File: config.mk
export PLATFORM = sky130hd
export DESIGN_NAME = pugf_filter
export DESIGN_NICKNAME = d
export VERILOG_FILES = /design/src/verilog/pugf_pkg.sv /design/src/verilog/pugf_filter.sv /design/src/verilog/pugf_group_list.sv /design/src/verilog/pugf_view_check.sv
export VERILOG_INCLUDE_DIRS = /design/src /design/src/verilog
export SDC_FILE = /design/constraint.sdc
export NUM_CORES = 1
export LEC_CHECK = 0
export BUFFER_PORTS_ARGS = -buffer_cell sky130_fd_sc_hd__buf_2
export CAP_MARGIN = 20
export CORE_MARGIN = 1
export CORE_UTILIZATION = 55
export DETAILED_ROUTE_END_ITERATION = 8
export PLACE_DENSITY = 0.85
export SKIP_LAST_GASP = 1
export SLEW_MARGIN = 10
export SYNTH_ARGS = -nofsm -noshare
export SYNTH_HDL_FRONTEND = slang
export SYNTH_SLANG_ARGS = --single-unit
File: constraint.sdc
create_clock -name ref_clk -period 5.2 [get_ports ref_clk]
set_input_delay 1.04 -clock ref_clk [delete_from_list [all_inputs] [get_ports ref_clk]]
set_output_delay 1.04 -clock ref_clk [all_outputs]
set_load 0.1 [all_outputs]
File: src/verilog/pugf_cfg.svh
// Constants for the parameter user group filter
`ifndef PUGF_CFG_SVH
`define PUGF_CFG_SVH
`define PUGF_NO_SETTING 16'h270f
`define PUGF_VIEW_ALL 16'h0000
`define PUGF_VIEW_GROUP 16'h0001
`define PUGF_VIEW_RESET 16'h0000
`define PUGF_COUNT_RESET 5'h00
`define PUGF_PARAM_MAX 16'h03e7
`define PUGF_WRITE_PROTECT_NUM 16'h004d
`define PUGF_READ_VIEW_NUM 16'h00a0
`define PUGF_GROUP_COUNT_NUM 16'h00ac
`define PUGF_GROUP_ADD_NUM 16'h00ad
`define PUGF_GROUP_REMOVE_NUM 16'h00ae
`define PUGF_CONTRAST_NUM 16'h03df
`define PUGF_JOG_FREQ_NUM 16'h000f
`define PUGF_JOG_RAMP_NUM 16'h0010
`define PUGF_PANEL_SRC_RS485 16'h0001
`define PUGF_PANEL_SRC_PU 16'h0002
`define PUGF_PANEL_SRC_USB 16'h0003
`define PUGF_NET_SRC_OPT 16'h0000
`define PUGF_NET_SRC_RS485 16'h0001
`define PUGF_NET_SRC_AUTO 16'h270f
`endif

File: src/verilog/pugf_pkg.sv
// Types for the parameter user group filter
package pugf_pkg;
  typedef logic [15:0] pugf_param_t;
  typedef enum logic [1:0] {
    PUGF_SRC_PANEL = 2'b00,
    PUGF_SRC_RS485 = 2'b01,
    PUGF_SRC_OPTION = 2'b10,
    PUGF_SRC_NONE = 2'b11
  } pugf_source_t;
  typedef enum logic [1:0] {
    PUGF_VW_SIMPLE = 2'b00,
    PUGF_VW_ALL = 2'b01,
    PUGF_VW_GROUP = 2'b10,
    PUGF_VW_OTHER = 2'b11
  } pugf_view_t;
endpackage

File: src/verilog/pugf_filter.sv
// Parameter user group filter: view selector, group entries, read gating
`timescale 1ns/1ns
`include "pugf_cfg.svh"
module pugf_filter #(
  parameter int SLOTS = 16
) (
  input wire logic ref_clk,
  input wire logic srst,
  input wire logic wrEn,
  input wire pugf_pkg::pugf_param_t wrNum,
  input wire pugf_pkg::pugf_param_t wrData,
  input wire logic rdEn,
  input wire pugf_pkg::pugf_param_t rdNum,
  input wire pugf_pkg::pugf_source_t rdSource,
  input wire logic rdIsSimple,
  input wire logic rdIsOption,
  input wire logic optionFitted,
  input wire logic commCardPresent,
  input wire logic unitAttached,
  input wire pugf_pkg::pugf_param_t panelModeSource,
  input wire pugf_pkg::pugf_param_t networkModeSource,
  output logic rdValid,
  output logic rdAllowed,
  output logic rdOwn,
  output pugf_pkg::pugf_param_t rdData,
  output logic wrAck,
  output logic wrError,
  output pugf_pkg::pugf_param_t readViewSelector,
  output logic [4:0] groupCount
);
  import pugf_pkg::*;
  localparam int CW = $clog2(SLOTS+1);

  logic unitSync1;
  logic unitSync2;
  logic unitSync3;
  logic unitLevel;
  logic cardSync1;
  logic cardSync2;
  logic cardSync3;
  logic cardLevel;
  logic optSync1;
  logic optSync2;
  logic optSync3;
  logic optLevel;

  logic addReq;
  logic removeReq;
  logic clearReq;
  logic lookHit;
  logic [CW-1:0] listCount;
  logic viewAllowed;
  logic rs485Filtered;
  logic next_allowed;
  pugf_view_t viewCode;
  pugf_view_t effView;

  function automatic logic is_protected(input pugf_param_t n);
    return (n == `PUGF_WRITE_PROTECT_NUM) || (n == `PUGF_READ_VIEW_NUM)
      || (n == `PUGF_GROUP_COUNT_NUM) || (n == `PUGF_GROUP_ADD_NUM)
      || (n == `PUGF_GROUP_REMOVE_NUM);
  endfunction

  function automatic logic is_own_entry(input pugf_param_t n);
    return (n == `PUGF_READ_VIEW_NUM) || (n == `PUGF_GROUP_COUNT_NUM)
      || (n == `PUGF_GROUP_ADD_NUM) || (n == `PUGF_GROUP_REMOVE_NUM);
  endfunction

  function automatic logic is_view_value(input pugf_param_t v);
    return (v == `PUGF_NO_SETTING) || (v == `PUGF_VIEW_ALL) || (v == `PUGF_VIEW_GROUP);
  endfunction

  // Pin-level presence inputs: three stages, change taken when last two agree
  always_ff @(posedge ref_clk) begin
    if (srst) begin
      unitSync1 <= 1'b0;
      unitSync2 <= 1'b0;
      unitSync3 <= 1'b0;
    end else begin
      unitSync1 <= unitAttached;
      unitSync2 <= unitSync1;
      unitSync3 <= unitSync2;
    end
  end

  always_ff @(posedge ref_clk) begin
    if (srst) begin
      cardSync1 <= 1'b0;
      cardSync2 <= 1'b0;
      cardSync3 <= 1'b0;
    end else begin
      cardSync1 <= commCardPresent;
      cardSync2 <= cardSync1;
      cardSync3 <= cardSync2;
    end
  end

  always_ff @(posedge ref_clk) begin
    if (srst) begin
      optSync1 <= 1'b0;
      optSync2 <= 1'b0;
      optSync3 <= 1'b0;
    end else begin
      optSync1 <= optionFitted;
      optSync2 <= optSync1;
      optSync3 <= optSync2;
    end
  end

  // Commit a pin level only once two stages agree
  always_ff @(posedge ref_clk) begin
    if (srst) begin
      unitLevel <= 1'b0;
    end else if (unitSync2 == unitSync3) begin
      unitLevel <= unitSync3;
    end
  end

  always_ff @(posedge ref_clk) begin
    if (srst) begin
      cardLevel <= 1'b0;
    end else if (cardSync2 == cardSync3) begin
      cardLevel <= cardSync3;
    end
  end

  always_ff @(posedge ref_clk) begin
    if (srst) begin
      optLevel <= 1'b0;
    end else if (optSync2 == optSync3) begin
      optLevel <= optSync3;
    end
  end

  // Write decode of the group entry add, remove and clear commands
  always_comb begin
    addReq = wrEn && (wrNum == `PUGF_GROUP_ADD_NUM) && (wrData <= `PUGF_PARAM_MAX)
      && !is_protected(wrData);
    removeReq = wrEn && (wrNum == `PUGF_GROUP_REMOVE_NUM) && (wrData <= `PUGF_PARAM_MAX);
    clearReq = wrEn && (wrNum == `PUGF_GROUP_COUNT_NUM) && (wrData == `PUGF_NO_SETTING);
  end

  pugf_group_list #(
    .SLOTS(SLOTS)
  ) u_list (
    .ref_clk(ref_clk),
    .srst(srst),
    .addReq(addReq),
    .removeReq(removeReq),
    .clearReq(clearReq),
    .cmdNum(wrData),
    .lookNum(rdNum),
    .lookHit(lookHit),
    .count(listCount)
  );

  always_ff @(posedge ref_clk) begin
    if (srst) begin
      readViewSelector <= `PUGF_VIEW_RESET;
    end else if (wrEn && (wrNum == `PUGF_READ_VIEW_NUM)) begin
      if (is_view_value(wrData)) begin
        readViewSelector <= wrData;
      end
    end
  end

  always_ff @(posedge ref_clk) begin
    if (srst) begin
      wrAck <= 1'b0;
    end else begin
      wrAck <= wrEn;
    end
  end

  // A selector or entry write with a value out of range is flagged
  always_ff @(posedge ref_clk) begin
    if (srst) begin
      wrError <= 1'b0;
    end else if (wrEn && (wrNum == `PUGF_READ_VIEW_NUM)) begin
      wrError <= !is_view_value(wrData);
    end else if (wrEn && ((wrNum == `PUGF_GROUP_ADD_NUM) || (wrNum == `PUGF_GROUP_REMOVE_NUM))) begin
      wrError <= !((wrData <= `PUGF_PARAM_MAX) || (wrData == `PUGF_NO_SETTING));
    end else begin
      wrError <= 1'b0;
    end
  end

  always_ff @(posedge ref_clk) begin
    if (srst) begin
      groupCount <= `PUGF_COUNT_RESET;
    end else begin
      groupCount <= 5'(listCount);
    end
  end

  // View selection and source bypass
  always_comb begin
    case (readViewSelector)
      `PUGF_NO_SETTING: viewCode = PUGF_VW_SIMPLE;
      `PUGF_VIEW_ALL: viewCode = PUGF_VW_ALL;
      `PUGF_VIEW_GROUP: viewCode = PUGF_VW_GROUP;
      default: viewCode = PUGF_VW_ALL;
    endcase
  end

  // RS-485 bypass decided from the two command sources
  always_comb begin
    if (panelModeSource == `PUGF_PANEL_SRC_RS485) begin
      rs485Filtered = 1'b1;
    end else if (networkModeSource == `PUGF_NET_SRC_OPT) begin
      rs485Filtered = 1'b1;
    end else if (networkModeSource == `PUGF_NET_SRC_RS485) begin
      rs485Filtered = 1'b0;
    end else begin
      rs485Filtered = cardLevel;
    end
  end

  always_comb begin
    case (rdSource)
      PUGF_SRC_PANEL: effView = viewCode;
      PUGF_SRC_RS485: effView = rs485Filtered ? viewCode : PUGF_VW_ALL;
      PUGF_SRC_OPTION: effView = PUGF_VW_ALL;
      default: effView = viewCode;
    endcase
  end

  pugf_view_check u_check (
    .view(effView),
    .num(rdNum),
    .isSimple(rdIsSimple),
    .isOption(rdIsOption),
    .optionFitted(optLevel || (rdSource == PUGF_SRC_OPTION)),
    .groupHit(lookHit),
    .unitAttached(unitLevel),
    .allowed(viewAllowed)
  );

  always_comb begin
    next_allowed = viewAllowed;
  end

  always_ff @(posedge ref_clk) begin
    if (srst) begin
      rdValid <= 1'b0;
    end else begin
      rdValid <= rdEn;
    end
  end

  always_ff @(posedge ref_clk) begin
    if (srst) begin
      rdAllowed <= 1'b0;
    end else begin
      rdAllowed <= rdEn && next_allowed;
    end
  end

  always_ff @(posedge ref_clk) begin
    if (srst) begin
      rdOwn <= 1'b0;
    end else begin
      rdOwn <= rdEn && next_allowed && is_own_entry(rdNum);
    end
  end

  // Refused reads return zero so no filtered value leaks out
  always_ff @(posedge ref_clk) begin
    if (srst) begin
      rdData <= 16'h0000;
    end else if (!rdEn || !next_allowed) begin
      rdData <= 16'h0000;
    end else if (rdNum == `PUGF_READ_VIEW_NUM) begin
      rdData <= readViewSelector;
    end else if (rdNum == `PUGF_GROUP_COUNT_NUM) begin
      rdData <= 16'(listCount);
    end else if ((rdNum == `PUGF_GROUP_ADD_NUM) || (rdNum == `PUGF_GROUP_REMOVE_NUM)) begin
      rdData <= `PUGF_NO_SETTING;
    end else begin
      rdData <= 16'h0000;
    end
  end
endmodule

File: src/verilog/pugf_group_list.sv
// User group list: sixteen slots of parameter numbers with count
`timescale 1ns/1ns
`include "pugf_cfg.svh"
module pugf_group_list #(
  parameter int SLOTS = 16
) (
  input wire logic ref_clk,
  input wire logic srst,
  input wire logic addReq,
  input wire logic removeReq,
  input wire logic clearReq,
  input wire pugf_pkg::pugf_param_t cmdNum,
  input wire pugf_pkg::pugf_param_t lookNum,
  output logic lookHit,
  output logic [$clog2(SLOTS+1)-1:0] count
);
  import pugf_pkg::*;
  localparam int CW = $clog2(SLOTS+1);
  pugf_param_t slotNum [SLOTS];
  logic [SLOTS-1:0] slotUsed;
  logic [SLOTS-1:0] cmdMatch;
  logic [SLOTS-1:0] lookMatch;
  logic [SLOTS-1:0] freeOne;

  function automatic logic [SLOTS-1:0] first_set(input logic [SLOTS-1:0] v);
    logic [SLOTS-1:0] r;
    r = '0;
    for (int i = SLOTS - 1; i >= 0; i--) begin
      if (v[i]) begin
        r = '0;
        r[i] = 1'b1;
      end
    end
    return r;
  endfunction

  always_comb begin
    for (int i = 0; i < SLOTS; i++) begin
      cmdMatch[i] = slotUsed[i] && (slotNum[i] == cmdNum);
      lookMatch[i] = slotUsed[i] && (slotNum[i] == lookNum);
    end
    freeOne = first_set(~slotUsed);
  end

  assign lookHit = |lookMatch;

  always_ff @(posedge ref_clk) begin
    if (srst || clearReq) begin
      slotUsed <= '0;
    end else if (addReq && !(|cmdMatch) && (count != CW'(SLOTS))) begin
      slotUsed <= slotUsed | freeOne;
    end else if (removeReq) begin
      slotUsed <= slotUsed & ~cmdMatch;
    end
  end

  always_ff @(posedge ref_clk) begin
    for (int i = 0; i < SLOTS; i++) begin
      if (srst) begin
        slotNum[i] <= 16'h0000;
      end else if (addReq && freeOne[i] && !(|cmdMatch)) begin
        slotNum[i] <= cmdNum;
      end
    end
  end

  always_ff @(posedge ref_clk) begin
    if (srst || clearReq) begin
      count <= '0;
    end else if (addReq && !(|cmdMatch) && (count != CW'(SLOTS))) begin
      count <= count + CW'(1);
    end else if (removeReq && (|cmdMatch)) begin
      count <= count - CW'(1);
    end
  end
endmodule

File: src/verilog/pugf_view_check.sv
// Combinational read permission for one parameter number
`timescale 1ns/1ns
`include "pugf_cfg.svh"
module pugf_view_check (
  input wire pugf_pkg::pugf_view_t view,
  input wire pugf_pkg::pugf_param_t num,
  input wire logic isSimple,
  input wire logic isOption,
  input wire logic optionFitted,
  input wire logic groupHit,
  input wire logic unitAttached,
  output logic allowed
);
  import pugf_pkg::*;
  logic alwaysOk;
  logic simpleEff;

  always_comb begin
    alwaysOk = (num == `PUGF_WRITE_PROTECT_NUM) || (num == `PUGF_READ_VIEW_NUM)
      || (num == `PUGF_CONTRAST_NUM);
    simpleEff = isSimple || (unitAttached && ((num == `PUGF_JOG_FREQ_NUM)
      || (num == `PUGF_JOG_RAMP_NUM) || (num == `PUGF_CONTRAST_NUM)));
    case (view)
      PUGF_VW_SIMPLE: allowed = alwaysOk || (simpleEff && !isOption);
      PUGF_VW_ALL: allowed = alwaysOk || !isOption || optionFitted;
      PUGF_VW_GROUP: allowed = alwaysOk || groupHit;
      default: allowed = alwaysOk;
    endcase
  end
endmodule
Yosys cells after proc, flatten, opt, wreduce, memory -nomap -nowiden
Memory sizes are Yosys's and may differ from the RTL's.
Cells that the tools add are included.
- register bits: 75
- latch bits: 0
- bits in writable memories: 256
- memory bits (read-only): 0
- input port bits: 91
- output and inout bits: 42
- word-level logic and storage cells: 327
- memories: 1
- memory list (memory ; depth ; bits a word ; rd ports ; clocked after memory_dff ; write ports ; RTL line ; source):
    u_list.slotNum ; 16 ; 16 ; 16 ; 0 ; 16 ; pugf_group_list.sv:19 ; pugf_param_t slotNum [SLOTS];
- $add $sub $neg: 2
- $mul: 0
- div/mod/pow operators: 0
- order comparisons: 1
- equal/unequal tests: 63
- shifts and indexed selects: 0
- mux-type cells: 98
- bitwise operators: 20
- reductions and logical operators: 120
- operators with widths (cell ; number):
    two-way mux 16 bit ; 35
    equality test 16 bit ; 32
    equality test 16 x 8 -> 1 bit, second input constant ; 12
    logical AND 1 bit ; 80
    equality test 16 x 1 -> 1 bit, second input constant ; 4
    two-way mux 1 bit ; 55
    equality test 16 x 14 -> 1 bit, second input constant ; 2
    equality test 16 x 7 -> 1 bit, second input constant ; 2
    logical NOT 16 bit ; 2
    NOT 16 bit ; 2
    OR reduction 16 bit ; 2
    two-way mux 14 bit ; 2
    logical OR 1 bit ; 24
    AND 16 bit ; 1
    equality test 16 x 10 -> 1 bit, second input constant ; 1
    equality test 16 x 4 -> 1 bit, second input constant ; 1
    equality test 16 x 5 -> 1 bit, second input constant ; 1
    less-or-equal comparator 16 x 10 -> 1 bit, second input constant ; 1
    bitwise OR 1 bit ; 16
    bitwise OR 16 bit ; 1
    two-way mux 5 bit ; 2
    case mux 2 bit (2 select lines) ; 2
    logical NOT 1 bit ; 7
    adder 5 x 1 -> 5 bit, second input constant ; 1
    other kinds (11) ; 16

Longest topological paths before layout
Gate-level depths: netlist of run 1.
- depth in word-level cells: 23
- gate-level depth with buffers: 17
- depth with buffers taken out: 13

Modules after synthesis
From an unflattened synthesis of run 1, not the netlist that was laid out.
- cells, all modules: 1801
- area, all modules: 19442.4 µm²
- modules (own cells, without submodules) (module ; times used ; cells an instance ; area an instance (µm²) ; seq. area each (µm²)):
    pugf_group_list ; 1 ; 1557 ; 17122.7 ; 8107.8
    pugf_filter ; 1 ; 222 ; 2158.3 ; 1081.0
    pugf_view_check ; 1 ; 22 ; 161.4 ; 0.0

Worst setup path after synthesis of run 1
No wires, ideal clock.
- kind: input-to-reg
- from: input port wrData[15]
- to: register u_list.count[4]
- library setup time: 72 ps
- data arrival time: 4432 ps
- required time: 5128 ps
- path slack: 696 ps
- cell stages on the path: 16
- buffers on the path: 3
- cells stage by stage: buf_4 -> or4_1 -> or3_1 -> a31o_2 -> nor3_4 -> nand2_2 -> nor4_4 -> buf_6 -> buf_6 -> nand2_1 -> fa_1 -> a21o_1 -> a21oi_1 -> nor3b_1 -> a21oi_1 -> mux2i_1
- longest elaborated chain between the ends: 10
- elaborated cells between the ends (all ways): 56
- those cells by class: 1 x order compare; 22 x eq/ne; 1 x mux; 32 x reduce/logical
- RTL lines (element ; RTL line ; source):
    from (decl) ; pugf_filter.sv:11 ; input wire pugf_pkg::pugf_param_t wrData,
    branches (longest 10 deep; another with less-or-equal comparator 16 x 10 -> 1 bit) ; - ;
    to (signal assigned) ; pugf_group_list.sv:71 ; count <= count + CW'(1);
    to (signal assigned) ; pugf_group_list.sv:73 ; count <= count - CW'(1);
    to (decl) ; pugf_group_list.sv:15 ; output logic [$clog2(SLOTS+1)-1:0] count
Several ways; the timed one is not identified.
A chain may end at the register's enable or synchronous reset.

Worst setup path in the final report of run 1
- from: input port wrData[7]
- to: register u_list.count[4]
Same word-level chain as after synthesis.

==> impl.org, run 1 <==
** Floorplan
- The floorplan step defined a die boundary enclosing 34500 um2.
- In this run the count of I/O pins placed on the die edge is 133.
- Die H :: 186 um
- In this run the core area contains 66 standard-cell rows.
- Initial core utilization :: 56.6%
- DIE WIDTH :: 186 um
- The core region is 32900 um2.

** Clock network
- After clock tree synthesis, the repair step resized 0 gates.
- The clock drives 331 sinks.
- Clock-pin slew was measured on the worst setup and hold paths at 60 ps.
- Latest clock arrival within the worst-skew pair :: 520 ps
- Number of buffers created by CTS :: 37
- The root buffer cell chosen for the clock tree is sky130_fd_sc_hd__clkbuf_16.
- After clock tree synthesis, the setup repair step added 0 buffers.
- CTS built an H-tree with a depth of 2.
- Max Buffers Root-to-Sink :: 3
- Cts hold-fix bufs :: 0
- TritonCTS built the clock tree.

** STA
- At the pin with the least slew margin, the transition time is 1080 ps.
- Max-slew violation total from the final report :: 0
- Headroom to the max-slew limit came out at 27.7%.
- Setup repair after global routing left no endpoint under its margin.
- Tmin final :: 4390 ps
- The total count of hold-check failures in the final report was 0.
- Final worst path period share :: 84.4%
- Setup violations remaining at the end of the flow were counted as 0.
- Aggregate negative setup slack :: 0 ps
- For the final database, setup skew stands at 20.0 ps.
- Fmax achieved :: 228 MHz

** Detailed routing
- The detailed router finished its first iteration with 1417 violations.
- Via density per instance :: 5.95
- Pre-Repair DR Iteration Count :: 5
- Summing over every cut layer, the via total after detailed routing is 13700.
- Post-route DRC violation count :: 0
- The final layout contains routed wiring with a total length of 50500 um.
- Post-detailed-route count of antenna-violating nets :: 0
- Mean routed wirelength per cell :: 22.0 um

** Setup path
- Critical register-to-register path endpoint :: u_list.slotNum[7][23]
- Crit path arrival time :: 4830 ps
- Tracing the worst setup path back leads to its startpoint at wrData[7].
- Startpoint kind of the worst setup timing path :: primary input
- Crit Path Category :: in -> reg
- On the critical path, the stage with the largest delay is an instance of sky130_fd_sc_hd__buf_2.
- Stage delay of the slowest cell on the critical path :: 780 ps
- CP endpoint kind :: flop
- Of all nets on the critical path, the largest fanout is 35.
- Crit Reg-Reg Startpoint :: u_list.slotUsed[0]
- Required time of the worst setup path :: 5640 ps
- R2R setup slack :: 1530 ps
- The number of cells on the worst reg-to-reg path is 7.
- End point of the critical path :: u_list.count[4]
- Ordered cell list for the critical path :: buf_2 > xnor2_1 > nand4_1 > nor4_1 > a22oi_1 > nand4_1 > nor4_4 > nand2_1 > ha_1 > a21o_1 > a21oi_1 > nor3b_1 > a21oi_1 > mux2i_1

** Synthesis
- Fraction of registers with async set/reset :: 0%
- Count of mapped cells out of synthesis :: 1663
- Number of distinct library cells after synthesis :: 66
- Sequential elements use 49.4% of the synthesized area.
- Yosys mapped a number of flops with a built-in enable equal to 256.
- In this run the cell area of the synthesized design comes to 18600 um2.
- Average size of a mapped cell :: 11.2 um2
- By area the synthesized netlist is led by sky130_fd_sc_hd__edfxtp_1 (41%), sky130_fd_sc_hd__xor2_1 (17%), sky130_fd_sc_hd__dfxtp_1 (8.1%).
- The synthesized design contains 331 register bits.
- The largest total area in the synthesized netlist belongs to sky130_fd_sc_hd__edfxtp_1.
- Fraction of synthesized cell area taken by the top area cell type :: 41.3%
- Among all flip-flop cells after synthesis, the most frequent one is sky130_fd_sc_hd__edfxtp_1.
- For this run, the number of Yosys warnings is 0.

** GRT
- Global-route wire length before repair :: 76100 um
- Antenna violations before repair :: 0
- The number of global-route vias before repair is 13500.
- GRT Overall Usage :: 29.4%
- Overall overflow remaining after global route :: 0
- Entering global routing, the biggest net connects 38 pins.

** Pwr
- Leakage power :: 7.99 nW
- In this run the power density over the cells is 299 nW/um2.
- Worst voltage drop across the vdd grid :: 0.232 mV

** Layout
- At the end of the flow, the number of nets in the layout was 1928.
- Number of standard cells in the final layout excluding fillers :: 2297
- The repair_antennas step left the layout with diodes totalling 0.
- Fill cells in the final layout number 2485.
- In the final layout, the share of cells above drive strength 1 is 11.9%.
- Area added between synthesis and finish :: 12.6%

** Place
- Cell count after placement :: 2234
- Routability-driven placement finished with a final weighted congestion of 0.937.
- Number of buffers inserted by port buffering :: 132
- The wire-length estimate of the detail-placed layout is 32300 um.

** Flow run
- Max-capacitance violation count :: 0

** Hold path
- The path class of the tightest hold or removal check is reg -> reg.

** Status
- The run finished with clean final reports.
## flip-flops by register name (all words and copies together) (netlist names), 5 cells and up
register	cells
u_list.slotUsed	16
u_list.count	5
rdData	16
groupCount	5
readViewSelector	16
u_list.slotNum	256
## synthesized netlist by cell type, drive strengths merged, types with 6 or more instances
cell type,number
a21oi,24
o21ai,20
and2,171
edfxtp,256
buf,51
inv,17
a22oi,6
nand2,67
nor3,32
and3,11
clkbuf,63
nor2,30
dfxtp,75
xor2,358
a32o,7
o211ai,9
a21o,13
nor2b,19
nand4,68
nor4,105
xnor2,156
mux2i,7
nand3,13
and3b,9
## worst max-delay path, delay by kind of cell
kind / cells / cell delay, ps
buffers and inverters: 1 / 780
multiplexers: 1 / 200
AO/OA/AOI/OAI: 4 / 740
AND/OR/NAND/NOR: 6 / 1520
XOR/XNOR: 1 / 220
adder cells (fa/ha/maj): 1 / 310
## layout make-up
class	instances	area (um2)	area share [%]
Multi-Input combinational cell	1296	9210	44.0
Sequential cell	331	9190	43.9
Clock buffer	51	1050	5.01
Timing Repair Buffer	148	793	3.79
Tap cell	442	553	2.64
Clock inverter	12	87.6	0.418
Inverter	17	63.8	0.305
## stage by stage
stage / cell area [um2] / hold slack (ps) / worst slack, ps / power (mW) / utilization (%)
floorplan: 18900 / 414 / 696 / 3.61 / -
global placement: 19800 / 419 / 631 / 3.79 / 60.3
detailed placement: 19800 / 437 / 436 / 3.82 / 60.3
CTS: 20900 / 454 / 935 / 6.25 / 63.7
global route: 20900 / 473 / 598 / 6.44 / 63.7
finish: 20900 / 442 / 810 / 6.26 / 63.7
## metal layers
layer / vias up / GRT usage [%] / wire (um)
li1: 6057 / - / -
met1: 6543 / 37.4 / 19600
met2: 857 / 47.7 / 23200
met3: 217 / 5.09 / 4980
met4: 0 / 15.9 / 2590
met5: - / 0 / 0
## cells in the final DEF (no fill, tap or decap), types with 5 or more instances in the layout
| master | Yosys | final |
|---|---|---|
| sky130_fd_sc_hd__buf_2 | 39 | 132 |
| sky130_fd_sc_hd__inv_1 | 17 | 17 |
| sky130_fd_sc_hd__buf_4 | 1 | 15 |
| sky130_fd_sc_hd__a32o_1 | 7 | 7 |
| sky130_fd_sc_hd__nand3_1 | 13 | 13 |
| sky130_fd_sc_hd__nor2_1 | 30 | 30 |
| sky130_fd_sc_hd__clkinv_2 | 0 | 5 |
| sky130_fd_sc_hd__clkbuf_16 | 0 | 38 |
| sky130_fd_sc_hd__xnor2_1 | 156 | 156 |
| sky130_fd_sc_hd__and2_1 | 171 | 171 |
| sky130_fd_sc_hd__ha_1 | 5 | 5 |
| sky130_fd_sc_hd__and3_1 | 11 | 11 |
| sky130_fd_sc_hd__conb_1 | 1 | 96 |
| sky130_fd_sc_hd__and3b_1 | 9 | 9 |
| sky130_fd_sc_hd__a31o_2 | 5 | 5 |
| sky130_fd_sc_hd__o211ai_1 | 9 | 9 |
| sky130_fd_sc_hd__a21o_1 | 13 | 13 |
| sky130_fd_sc_hd__nor4_1 | 103 | 103 |
| sky130_fd_sc_hd__edfxtp_1 | 256 | 256 |
| sky130_fd_sc_hd__o21ai_1 | 6 | 6 |
| sky130_fd_sc_hd__clkbuf_8 | 0 | 5 |
| sky130_fd_sc_hd__nor2b_1 | 19 | 19 |
| sky130_fd_sc_hd__nor3_1 | 31 | 31 |
| sky130_fd_sc_hd__dfxtp_1 | 75 | 75 |
| sky130_fd_sc_hd__nand2b_1 | 5 | 5 |
| sky130_fd_sc_hd__a211oi_1 | 5 | 5 |
| sky130_fd_sc_hd__nand2_1 | 66 | 66 |
| sky130_fd_sc_hd__o21ai_0 | 14 | 14 |
| sky130_fd_sc_hd__a22oi_1 | 6 | 6 |
| sky130_fd_sc_hd__xor2_1 | 358 | 358 |
| sky130_fd_sc_hd__mux2i_1 | 6 | 6 |
| sky130_fd_sc_hd__o32ai_1 | 5 | 5 |
| sky130_fd_sc_hd__a21oi_1 | 24 | 24 |
| sky130_fd_sc_hd__clkbuf_1 | 63 | 8 |
| sky130_fd_sc_hd__nand4_1 | 67 | 67 |
## power breakdown
group	switching [mW]	internal (mW)	total, mW
sequential	0.117	2.98	3.09
combinational	0.430	0.263	0.694
clock	1.01	1.46	2.47
total	1.56	4.70	6.26
## cells by family after synthesis
family | Yosys count | share of synthesized area [%]
buffers and inverters | 131 | 3.01
AOI/OAI and AO/OA | 116 | 4.35
muxes | 7 | 0.397
and+or+nand+nor | 557 | 18.1
DFF | 331 | 49.4
xor gates and xnor gates | 514 | 24.2
other | 1 | 0.0202
adders and majority gates | 6 | 0.444
## worst min-delay path by stage
stage	depth (start not counted)	from	end	slack (ps)
2_1_floorplan	1	cardSync1	cardSync2	410
3_3_place_gp	1	cardSync1	cardSync2	420
3_5_place_dp	1	optSync1	optSync2	440
4_1_cts	1	optSync1	optSync2	450
5_1_grt	1	optSync1	optSync2	470
6_report	1	optSync1	optSync2	440
No activity file was read; power rests on OpenSTA's default activity.
==> inputs of run 2 (changes only) <==
--- a/config.mk
+++ b/config.mk
@@ -6,12 +6,13 @@
 export SDC_FILE = /design/constraint.sdc
 export NUM_CORES = 1
 export LEC_CHECK = 0
+export ABC_AREA = 1
 export BUFFER_PORTS_ARGS = -buffer_cell sky130_fd_sc_hd__buf_2
 export CAP_MARGIN = 20
 export CORE_MARGIN = 1
 export CORE_UTILIZATION = 55
 export DETAILED_ROUTE_END_ITERATION = 8
-export PLACE_DENSITY = 0.85
+export PLACE_DENSITY = 0.84
 export SKIP_LAST_GASP = 1
 export SLEW_MARGIN = 10
 export SYNTH_ARGS = -nofsm -noshare
==> constraint.sdc (replaced) <==
create_clock -name ref_clk -period 4.1 [get_ports ref_clk]
set_input_delay 0.82 -clock ref_clk [delete_from_list [all_inputs] [get_ports ref_clk]]
set_output_delay 0.82 -clock ref_clk [all_outputs]
set_load 0.1 [all_outputs]
==> impl.org, run 2 <==
** Status
- Result of the run :: completed (unchanged)

** Synthesis
- Number of distinct library cells after synthesis :: 54 (was 66)
- The total number of yosys warnings is 0 (unchanged).
- The number of register bits inferred by synthesis was 331 (unchanged).
- The count of flip-flops with a built-in enable after synthesis came to 256 (unchanged).
- Average size of a mapped cell :: 7.58 um2 (was 11.2 um2)
- Most used flip-flop cell after synthesis :: sky130_fd_sc_hd__edfxtp_1 (unchanged)
- The portion of synthesized cell area occupied by the leading cell type came to 36.8% (was 41.3%).
- Post-Syn Area :: 20900 um2 (was 18600 um2)
- The share of synthesized area occupied by flip-flops and latches was 44.0% (was 49.4%).
- Most frequent cells after synthesis :: sky130_fd_sc_hd__nand2_1 (796), sky130_fd_sc_hd__nor2_1 (524), sky130_fd_sc_hd__inv_1 (257), sky130_fd_sc_hd__edfxtp_1 (256), sky130_fd_sc_hd__xor2_1 (202) (was sky130_fd_sc_hd__xor2_1 (358), sky130_fd_sc_hd__edfxtp_1 (256), sky130_fd_sc_hd__and2_1 (171), sky130_fd_sc_hd__xnor2_1 (156), sky130_fd_sc_hd__nor4_1 (103))
- The share of synthesized flip-flops with an asynchronous set or reset is 0% (unchanged).
- Most area-consuming cells after synthesis: sky130_fd_sc_hd__edfxtp_1 (37%), sky130_fd_sc_hd__nand2_1 (14%), sky130_fd_sc_hd__nor2_1 (9.4%) (was sky130_fd_sc_hd__edfxtp_1 (41%), sky130_fd_sc_hd__xor2_1 (17%), sky130_fd_sc_hd__dfxtp_1 (8.1%)).
- Count of mapped cells out of synthesis :: 2756 (was 1663)
- The dominant cell type by area after synthesis is sky130_fd_sc_hd__edfxtp_1 (unchanged).
- The cell with the most instances after synthesis was sky130_fd_sc_hd__nand2_1 (was sky130_fd_sc_hd__xor2_1).

** Place
- Area post-placement :: 22600 um2 (was 19800 um2)
- Number of buffers inserted by port buffering :: 132 (unchanged)
- Cell count after placement :: 3475 (was 2234)
- Worst setup timing slack at the placement stage :: 175 ps (was 436 ps)
- HPWL Detailed :: 52500 um (was 32300 um)
- The global placer's final weighted congestion is 1.02 (was 0.937).

** STA
- Worst-case headroom to the max-slew limit :: 36.7% (was 27.7%)
- Unrepaired setup endpoints after global routing :: no (unchanged)
- The clock period could shrink to 3420 ps.
- Setup slack of the critical path after layout :: 684 ps (was 810 ps)
- Final worst path period share :: 83.3%
- The slew at the pin closest to its max-slew limit is 948 ps (was 1080 ps).
- The total count of hold-check failures in the final report came to 0 (unchanged).
- The setup TNS was 0 ps (unchanged).
- Final Hold Slack :: 399 ps (was 442 ps)
- The clock tree skew after final layout is 19.7 ps (was 20.0 ps).
- Max-slew violation total from the final report :: 0 (unchanged)
- Final setup fails :: 0 (unchanged)
- Fmax achieved :: 293 MHz

** Hold path
- Beginning of the worst hold path :: optSync1 (unchanged)
- WHS Path Cells :: 2 (was 1)
- The class of the tightest hold or removal check was reg -> reg (unchanged).
- Hold path endpoint :: optSync2 (unchanged)

** Detailed routing
- The highest metal layer used by the detailed router is met5 (was met4).
- Pre-Repair DR Iteration Count :: 6 (was 5)
- The remaining design rule violation count was 0 (unchanged).
- Starting DRT DRC Count :: 3069 (was 1417)
- The met3 layer wire length in the routed design came to 10100 um (was 4980 um).
- The detailed-routing wirelength on met1 came to 27300 um (was 19600 um).
- Post-detailed-route count of antenna-violating nets :: 0 (unchanged)
- The number of vias in the routed layout was 20400 (was 13700).
- Mean routed wirelength per cell :: 21.1 um (was 22.0 um)
- Met2 wire len :: 32400 um (was 23200 um)
- Total routed wirelength :: 75000 um (was 50500 um)
- The ratio of routed vias to standard cells was 5.75 (was 5.95).

** Pwr
- Power density normalized to cell area :: 360 nW/um2 (was 299 nW/um2)
- Worst voltage drop across the vdd grid :: 0.313 mV (was 0.232 mV)
- Leakage power :: 10.8 nW (was 7.99 nW)
- The overall power consumption is 8.59 mW (was 6.26 mW).

** Layout
- Post-Route Utilization :: 63.7% (about the same)
- Multi-input gate area in the final layout :: 10200 um2 (was 9210 um2)
- The post-synthesis to final-layout area growth was 14.3% (was 12.6%).
- Most used cells in the layout excluding fill and tap cells :: sky130_fd_sc_hd__nand2_1 (796), sky130_fd_sc_hd__nor2_1 (524), sky130_fd_sc_hd__inv_1 (257) (was sky130_fd_sc_hd__xor2_1 (358), sky130_fd_sc_hd__edfxtp_1 (256), sky130_fd_sc_hd__and2_1 (171))
- Reg area :: 9190 um2 (unchanged)
- Layout filler cell count :: 3191 (was 2485)
- Number of flip-flops in the largest register :: 256 (unchanged)
- Fraction of final layout cells with drive strength greater than 1 :: 12.2% (was 11.9%)
- Final-stage net count :: 3101 (was 1928)
- The most flop-heavy register was u_list.slotNum (unchanged).
- Most common cell after layout, fill and taps aside :: sky130_fd_sc_hd__nand2_1 (was sky130_fd_sc_hd__xor2_1)
- Number of standard cells in the final layout excluding fillers :: 3546 (was 2297)
- The final cell area excluding filler cells was 23900 um2 (was 20900 um2).

** Setup path
- The kind of launch point of the worst setup path is a primary input (unchanged).
- The endpoint of the worst register-to-register path is u_list.slotNum[4][28] (was u_list.slotNum[7][23]).
- Crit Path Category :: in -> reg (unchanged)
- R2R setup slack :: 990 ps (was 1530 ps)
- CP endpoint kind :: flop (unchanged)
- Required time of the worst setup path :: 4550 ps (was 5640 ps)
- Peak fanout along the critical path :: 11 (was 35)
- Crit path arrival time :: 3870 ps (was 4830 ps)
- The origin of the critical flop-to-flop path was u_list.slotUsed[0] (unchanged).
- The cell count of the worst reg-to-reg path came to 10 (was 7).

** Clock network
- CTS sink cnt :: 331 (unchanged)
- Number of buffers created by CTS :: 38 (was 37)
- Post-CTS resize count :: 0 (unchanged)
- The clock tree buffer depth came to 3 (unchanged).
- Clock slew at reported path FFs :: 60 ps (about the same)
- The clock root buffer is sky130_fd_sc_hd__clkbuf_16 (unchanged).
- TritonCTS clock tree :: built (unchanged)
- H-tree level count :: 2 (unchanged)
- The source-to-sink clock delay at the later pin of the worst-skew pair is 570 ps (was 520 ps).
- Postcts setup bufs :: 0 (unchanged)
- Cts hold-fix bufs :: 0 (unchanged)

** Floorplan
- Io pins :: 133 (unchanged)
- Std-Cell Core Area :: 37500 um2 (was 32900 um2)
- The row count came to 71 (was 66).
- The width of the die was 197 um (was 186 um).
- The die area was 38800 um2 (was 34500 um2).
- Die H :: 197 um (was 186 um)
- The initial standard-cell utilization of the core came to 55.7% (was 56.6%).

** GRT
- Overall overflow remaining after global route :: 0 (unchanged)
- The all-layer global routing usage came to 38.7% (was 29.4%).
- The initial antenna violation count was 2 (was 0).
- The wire length of the first global-routing pass came to 111000 um (was 76100 um).
- Number of global-route vias before repair :: 19000 (was 13500)
- Pin count of the biggest net entering global routing :: 33 (was 38)

** Flow run
- Max-capacitance violation count :: 0 (unchanged)
run 2: changes by cell type in the layout (fill, tap and decap cells not counted), sizes merged, moves of 141 or more:
cell   delta
nand2   +743
nor2    +514
inv     +252
and2    -170
xor2    -156
o21ai   +142
xnor2   -141
run 2: worst max-delay path: stages:
cell and delay (ps):
sky130_fd_sc_hd__buf_2 430, sky130_fd_sc_hd__inv_1 310, sky130_fd_sc_hd__nand2_1 130, sky130_fd_sc_hd__nand2_1 50, sky130_fd_sc_hd__nor2_1 100, sky130_fd_sc_hd__nand2_1 60
sky130_fd_sc_hd__nor2_1 220, sky130_fd_sc_hd__nand3_2 140, sky130_fd_sc_hd__nand2_2 140, sky130_fd_sc_hd__nor2_2 60, sky130_fd_sc_hd__nand2_2 100, sky130_fd_sc_hd__nor2_8 60
sky130_fd_sc_hd__nand3_2 150, sky130_fd_sc_hd__ha_1 300, sky130_fd_sc_hd__a21o_1 190, sky130_fd_sc_hd__a31oi_1 200, sky130_fd_sc_hd__inv_1 70, sky130_fd_sc_hd__nand4_1 110
sky130_fd_sc_hd__nand3_1 90, sky130_fd_sc_hd__nand2_1 60, sky130_fd_sc_hd__nor2_1 40
run 2: cell families after synthesis:
group	Yosys count	synth area share (%)
simple gates	1552	31.0
compound gates	259	6.61
flops	331	44.0
buf+inv	390	8.85
xor+xnor	217	9.10
fa+ha+maj	6	0.395
other cells	1	0.0180
run 2: worst max-delay path by stage:
stage          cells past startpoint       start                   end  slack [ps]
2_1_floorplan                     16  wrData[12]  u_list.slotNum[4][0]         300
5_1_grt                           21  wrData[11]       u_list.count[4]         510
3_3_place_gp                      21  wrData[11]       u_list.count[4]         190
4_1_cts                           21  wrData[11]       u_list.count[4]         750
6_report                          21  wrData[11]       u_list.count[4]         680
3_5_place_dp                      21  wrData[11]       u_list.count[4]         170
run 2: area by class of cell:
class / instances / area share, %
multi-input cells: 2130 / 42.8
flip-flops and latches: 331 / 38.5
repair buffers: 230 / 6.32
clock buffers: 55 / 4.87
inverters: 273 / 4.36
well taps: 511 / 2.68
clock inverters: 15 / 0.487
diodes: 1 / 0.0105
run 2: metal layers:
metal / up-vias / global-route usage, %
met5: - / 0
met4: 2 / 24.6
met3: 363 / 6.45
met2: 1574 / 59.1
met1: 9299 / 51.1
li1: 9143 / -
run 2: power breakdown:
part,switching (mW),internal (mW),total (mW)
Sequential,0.138,3.77,3.91
Combinational,0.811,0.369,1.18
Clock,1.41,2.09,3.51
Total,2.36,6.23,8.59
==> inputs of run 3 (changes only) <==
==> constraint.sdc (replaced) <==
create_clock -name ref_clk -period 3.4 [get_ports ref_clk]
set_input_delay 0.68 -clock ref_clk [delete_from_list [all_inputs] [get_ports ref_clk]]
set_output_delay 0.68 -clock ref_clk [all_outputs]
set_load 0.1 [all_outputs]
==> impl.org, run 3 (same netlist as run 2, synthesis figures left out) <==
** Setup path
- The critical-path cell with the highest stage delay is sky130_fd_sc_hd__inv_1 (was sky130_fd_sc_hd__buf_2).
- The delay of the slowest cell on the worst path came to 750 ps (was 430 ps).
- Startpoint kind of the worst setup timing path :: primary input (unchanged)
- The critical path's top delay family is simple AND/OR/NAND/NOR gates (unchanged).
- The worst-path maximum fanout is 16 (was 11).
- The critical path class is in -> reg (unchanged).
- The origin of the critical flop-to-flop path is u_list.slotNum[5][12] (was u_list.slotUsed[0]).
- CP endpoint kind :: flop (unchanged)
- The critical path buffer and inverter count was 2 (was 3).
- The critical path data arrival time came to 3470 ps (was 3870 ps).
- Ordered cell list for the critical path :: buf_2 > inv_1 > nand4_1 > nor2_1 > nand3_1 > nor2_4 > nor3_1 > nand3_1 > a21oi_1 > nor2_2 > nand3_2 > nor2_1 (was buf_2 > inv_1 > nand2_1 > nand2_1 > nor2_1 > nand2_1 > nor2_1 > nand3_2 > nand2_2 > nor2_2 > nand2_2 > nor2_8 > nand3_2 > ha_1 > a21o_1 > a31oi_1 > inv_1 > nand4_1 > nand3_1 > nand2_1 > nor2_1)
- The required time reported for the critical path endpoint is 3890 ps (was 4550 ps).
- The start point of the critical path is rdNum[13] (was wrData[11]).

** STA
- Unrepaired setup endpoints after global routing :: no (unchanged)
- Fmax achieved :: 336 MHz
- Final Hold Slack :: 334 ps (was 399 ps)
- Max-slew violation total from the final report :: 0 (unchanged)
- Final worst path period share :: 87.5%
- Setup slack of the critical path after layout :: 425 ps (was 684 ps)
- Slew at the pin closest to its max-slew limit :: 1060 ps (was 948 ps)
- Worst Skew :: 16.8 ps (was 19.7 ps)
- Final-report hold violation count :: 0 (unchanged)
- The count of final setup violators came to 0 (unchanged).
- Subtracting the final worst setup slack from the clock period gives 2980 ps.
- Worst-case headroom to the max-slew limit :: 29.5% (was 36.7%)

** Clock network
- Number of buffers created by CTS :: 38 (unchanged)
- CTS sink cnt :: 331 (unchanged)
- Latest clock arrival within the worst-skew pair :: 570 ps (about the same)
- H-tree level count :: 2 (unchanged)
- TritonCTS clock tree :: built (unchanged)
- Cts hold-fix bufs :: 0 (unchanged)
- The count of buffers added by post-CTS timing repair for setup was 0 (unchanged).
- The clock tree buffer depth is 3 (unchanged).
- The clock root buffer is sky130_fd_sc_hd__clkbuf_16 (unchanged).
- Post-CTS resize count :: 0 (unchanged)
- Clock slew at reported path FFs :: 60 ps (about the same)

** Layout
- The most flop-heavy register is u_list.slotNum (unchanged).
- The number of flip-flops under the largest register name came to 256 (unchanged).
- Final-stage net count :: 3177 (was 3101)
- The ratio of cells with drive above 1 in the final layout is 14.6% (was 12.2%).
- The commonest non-fill, non-tap cell in the layout was sky130_fd_sc_hd__nand2_1 (unchanged).
- Most used cells in the layout excluding fill and tap cells: sky130_fd_sc_hd__nand2_1 (796), sky130_fd_sc_hd__nor2_1 (524), sky130_fd_sc_hd__inv_1 (257) (unchanged).
- Layout filler cell count :: 3136 (was 3191)
- Area added between synthesis and finish :: 19.4% (was 14.3%)

** Pwr
- The switching part of the total came to 28.4% (was 27.5%).
- Worst voltage drop across the vdd grid :: 0.411 mV (was 0.313 mV)
- The share of power burned in combinational logic is 15.1% (was 13.7%).
- Internal power component :: 7.47 mW (was 6.23 mW)
- The switching component of the power was 2.96 mW (was 2.36 mW).
- Portion of total power attributed to sequential cells :: 45.3% (was 45.5%)
- Leakage power :: 11.3 nW (was 10.8 nW)
- The overall power consumption is 10.4 mW (was 8.59 mW).
- Power density normalized to cell area :: 418 nW/um2 (was 360 nW/um2)
- Clock power frac :: 39.7% (was 40.8%)

** Detailed routing
- The remaining design rule violation count came to 0 (unchanged).
- Total routed wirelength :: 79200 um (was 75000 um)
- The number of nets still failing antenna checks after routing is 0 (unchanged).
- The ratio of routed vias to standard cells is 5.75 (about the same).
- Pre-Repair DR Iteration Count :: 9 (was 6)
- The iteration-0 DRC count of the detailed router came to 3214 (was 3069).
- Number of vias after detailed routing :: 20800 (was 20400)
- Mean routed wirelength per cell :: 21.9 um (was 21.1 um)

** GRT
- Met3 layer usage reported by global route :: 10.3% (was 6.45%)
- Global-route wire length before repair :: 116000 um (was 111000 um)
- Met1 Usage GRT :: 52.6% (was 51.1%)
- Antenna violations before repair :: 2 (unchanged)
- The global routing usage on met2 came to 61.4% (was 59.1%).
- The largest net degree at the start of global routing came to 32 (was 33).
- The number of global-route vias before repair is 19500 (was 19000).
- The layer carrying the most global-route usage was met2 (unchanged).
- GRT Overall Usage :: 40.8% (was 38.7%)
- The total global routing overflow came to 0 (unchanged).

** Hold path
- The startpoint of the tightest hold check path is unitAttached (was optSync1).
- Worst hold-check path type :: in -> reg (was reg -> reg)

** Flow run
- The max capacitance violation total came to 0 (unchanged).

** Status
- Result of the run: completed (unchanged).

** Floorplan
- Die H :: 197 um (unchanged)
- The initial standard-cell utilization of the core is 55.7% (unchanged).
- Number of rows in the core area :: 71 (unchanged)
- The width of the die is 197 um (unchanged).
- Io pins :: 133 (unchanged)
- The die area is 38800 um2 (unchanged).
- The core area was 37500 um2 (unchanged).

** Place
- The worst slack at placement is -94.0 ps (was 175 ps).
- Number of buffers inserted by port buffering :: 132 (unchanged)
- HPWL Detailed :: 55600 um (was 52500 um)
- Weighted congestion at the end of routability-driven global placement :: 1.06 (was 1.02)
==> run 3: cell count changes in the layout (fill, tap and decap cells not counted), sizes merged <==
cell      change
buf          +76
clkbuf        -9
clkinv        +8
diode         +3
clkinvlp      +2
inv           -1
==> run 3: path summary, 6_finish.rpt <==
check                    endpoint  slack (ps)  depth (start not counted)
setup / recovery       rdData[12]         420                         12
setup reg to reg  u_list.count[4]         440                         21
hold / removal          unitSync1         330                          3
hold reg to reg          optSync2         400                          2
==> run 3: layout make-up <==
class                      count  area (um2)  area share [%]
clock buffer                  46        1060            4.27
clock inverter                24         171           0.688
antenna                        4        10.0          0.0401
timing repair buffer         306        2610            10.4
tap                          511         639            2.56
sequential                   331        9190            36.9
inverter                     273        1040            4.17
multi-input combinational   2130       10200            41.0
==> run 3: power by group through the flow <==
stage / registers, mW / logic, mW / clock network (mW)
after floorplan: 4.75 / 0.881 / 0
after global placement: 4.78 / 1.46 / 0
after detailed placement: 4.79 / 1.49 / 0
after CTS: 4.71 / 1.50 / 4.14
after global routing: 4.73 / 1.66 / 4.29
final: 4.72 / 1.57 / 4.14
==> run 3: worst min-delay path, cell delays in order <==
cell and delay (ps):
sky130_fd_sc_hd__buf_2 100, sky130_fd_sc_hd__inv_1 40, sky130_fd_sc_hd__nor2_1 30
==> run 3: metal layers <==
metal	wire length (um)	up-vias	share of wire [%]
li1	-	9303	-
met1	28300	9500	36
met2	33700	1630	42
met3	11800	402	15
met4	5410	2	6.8
met5	20	-	0.025
==> run 3: metrics by stage <==
stage | setup TNS (ps) | instances | util [%] | cell area, um2
6_report | 0 | 3625 | 66.5 | 24900
5_1_grt | 0 | 3621 | 66.5 | 24900
4_1_cts | 0 | 3621 | 66.5 | 24900
3_5_place_dp | -952 | 3551 | 63.2 | 23700
3_3_place_gp | -3.03 | 3551 | 63.2 | 23700
2_1_floorplan | -29930 | 2851 | - | 21200
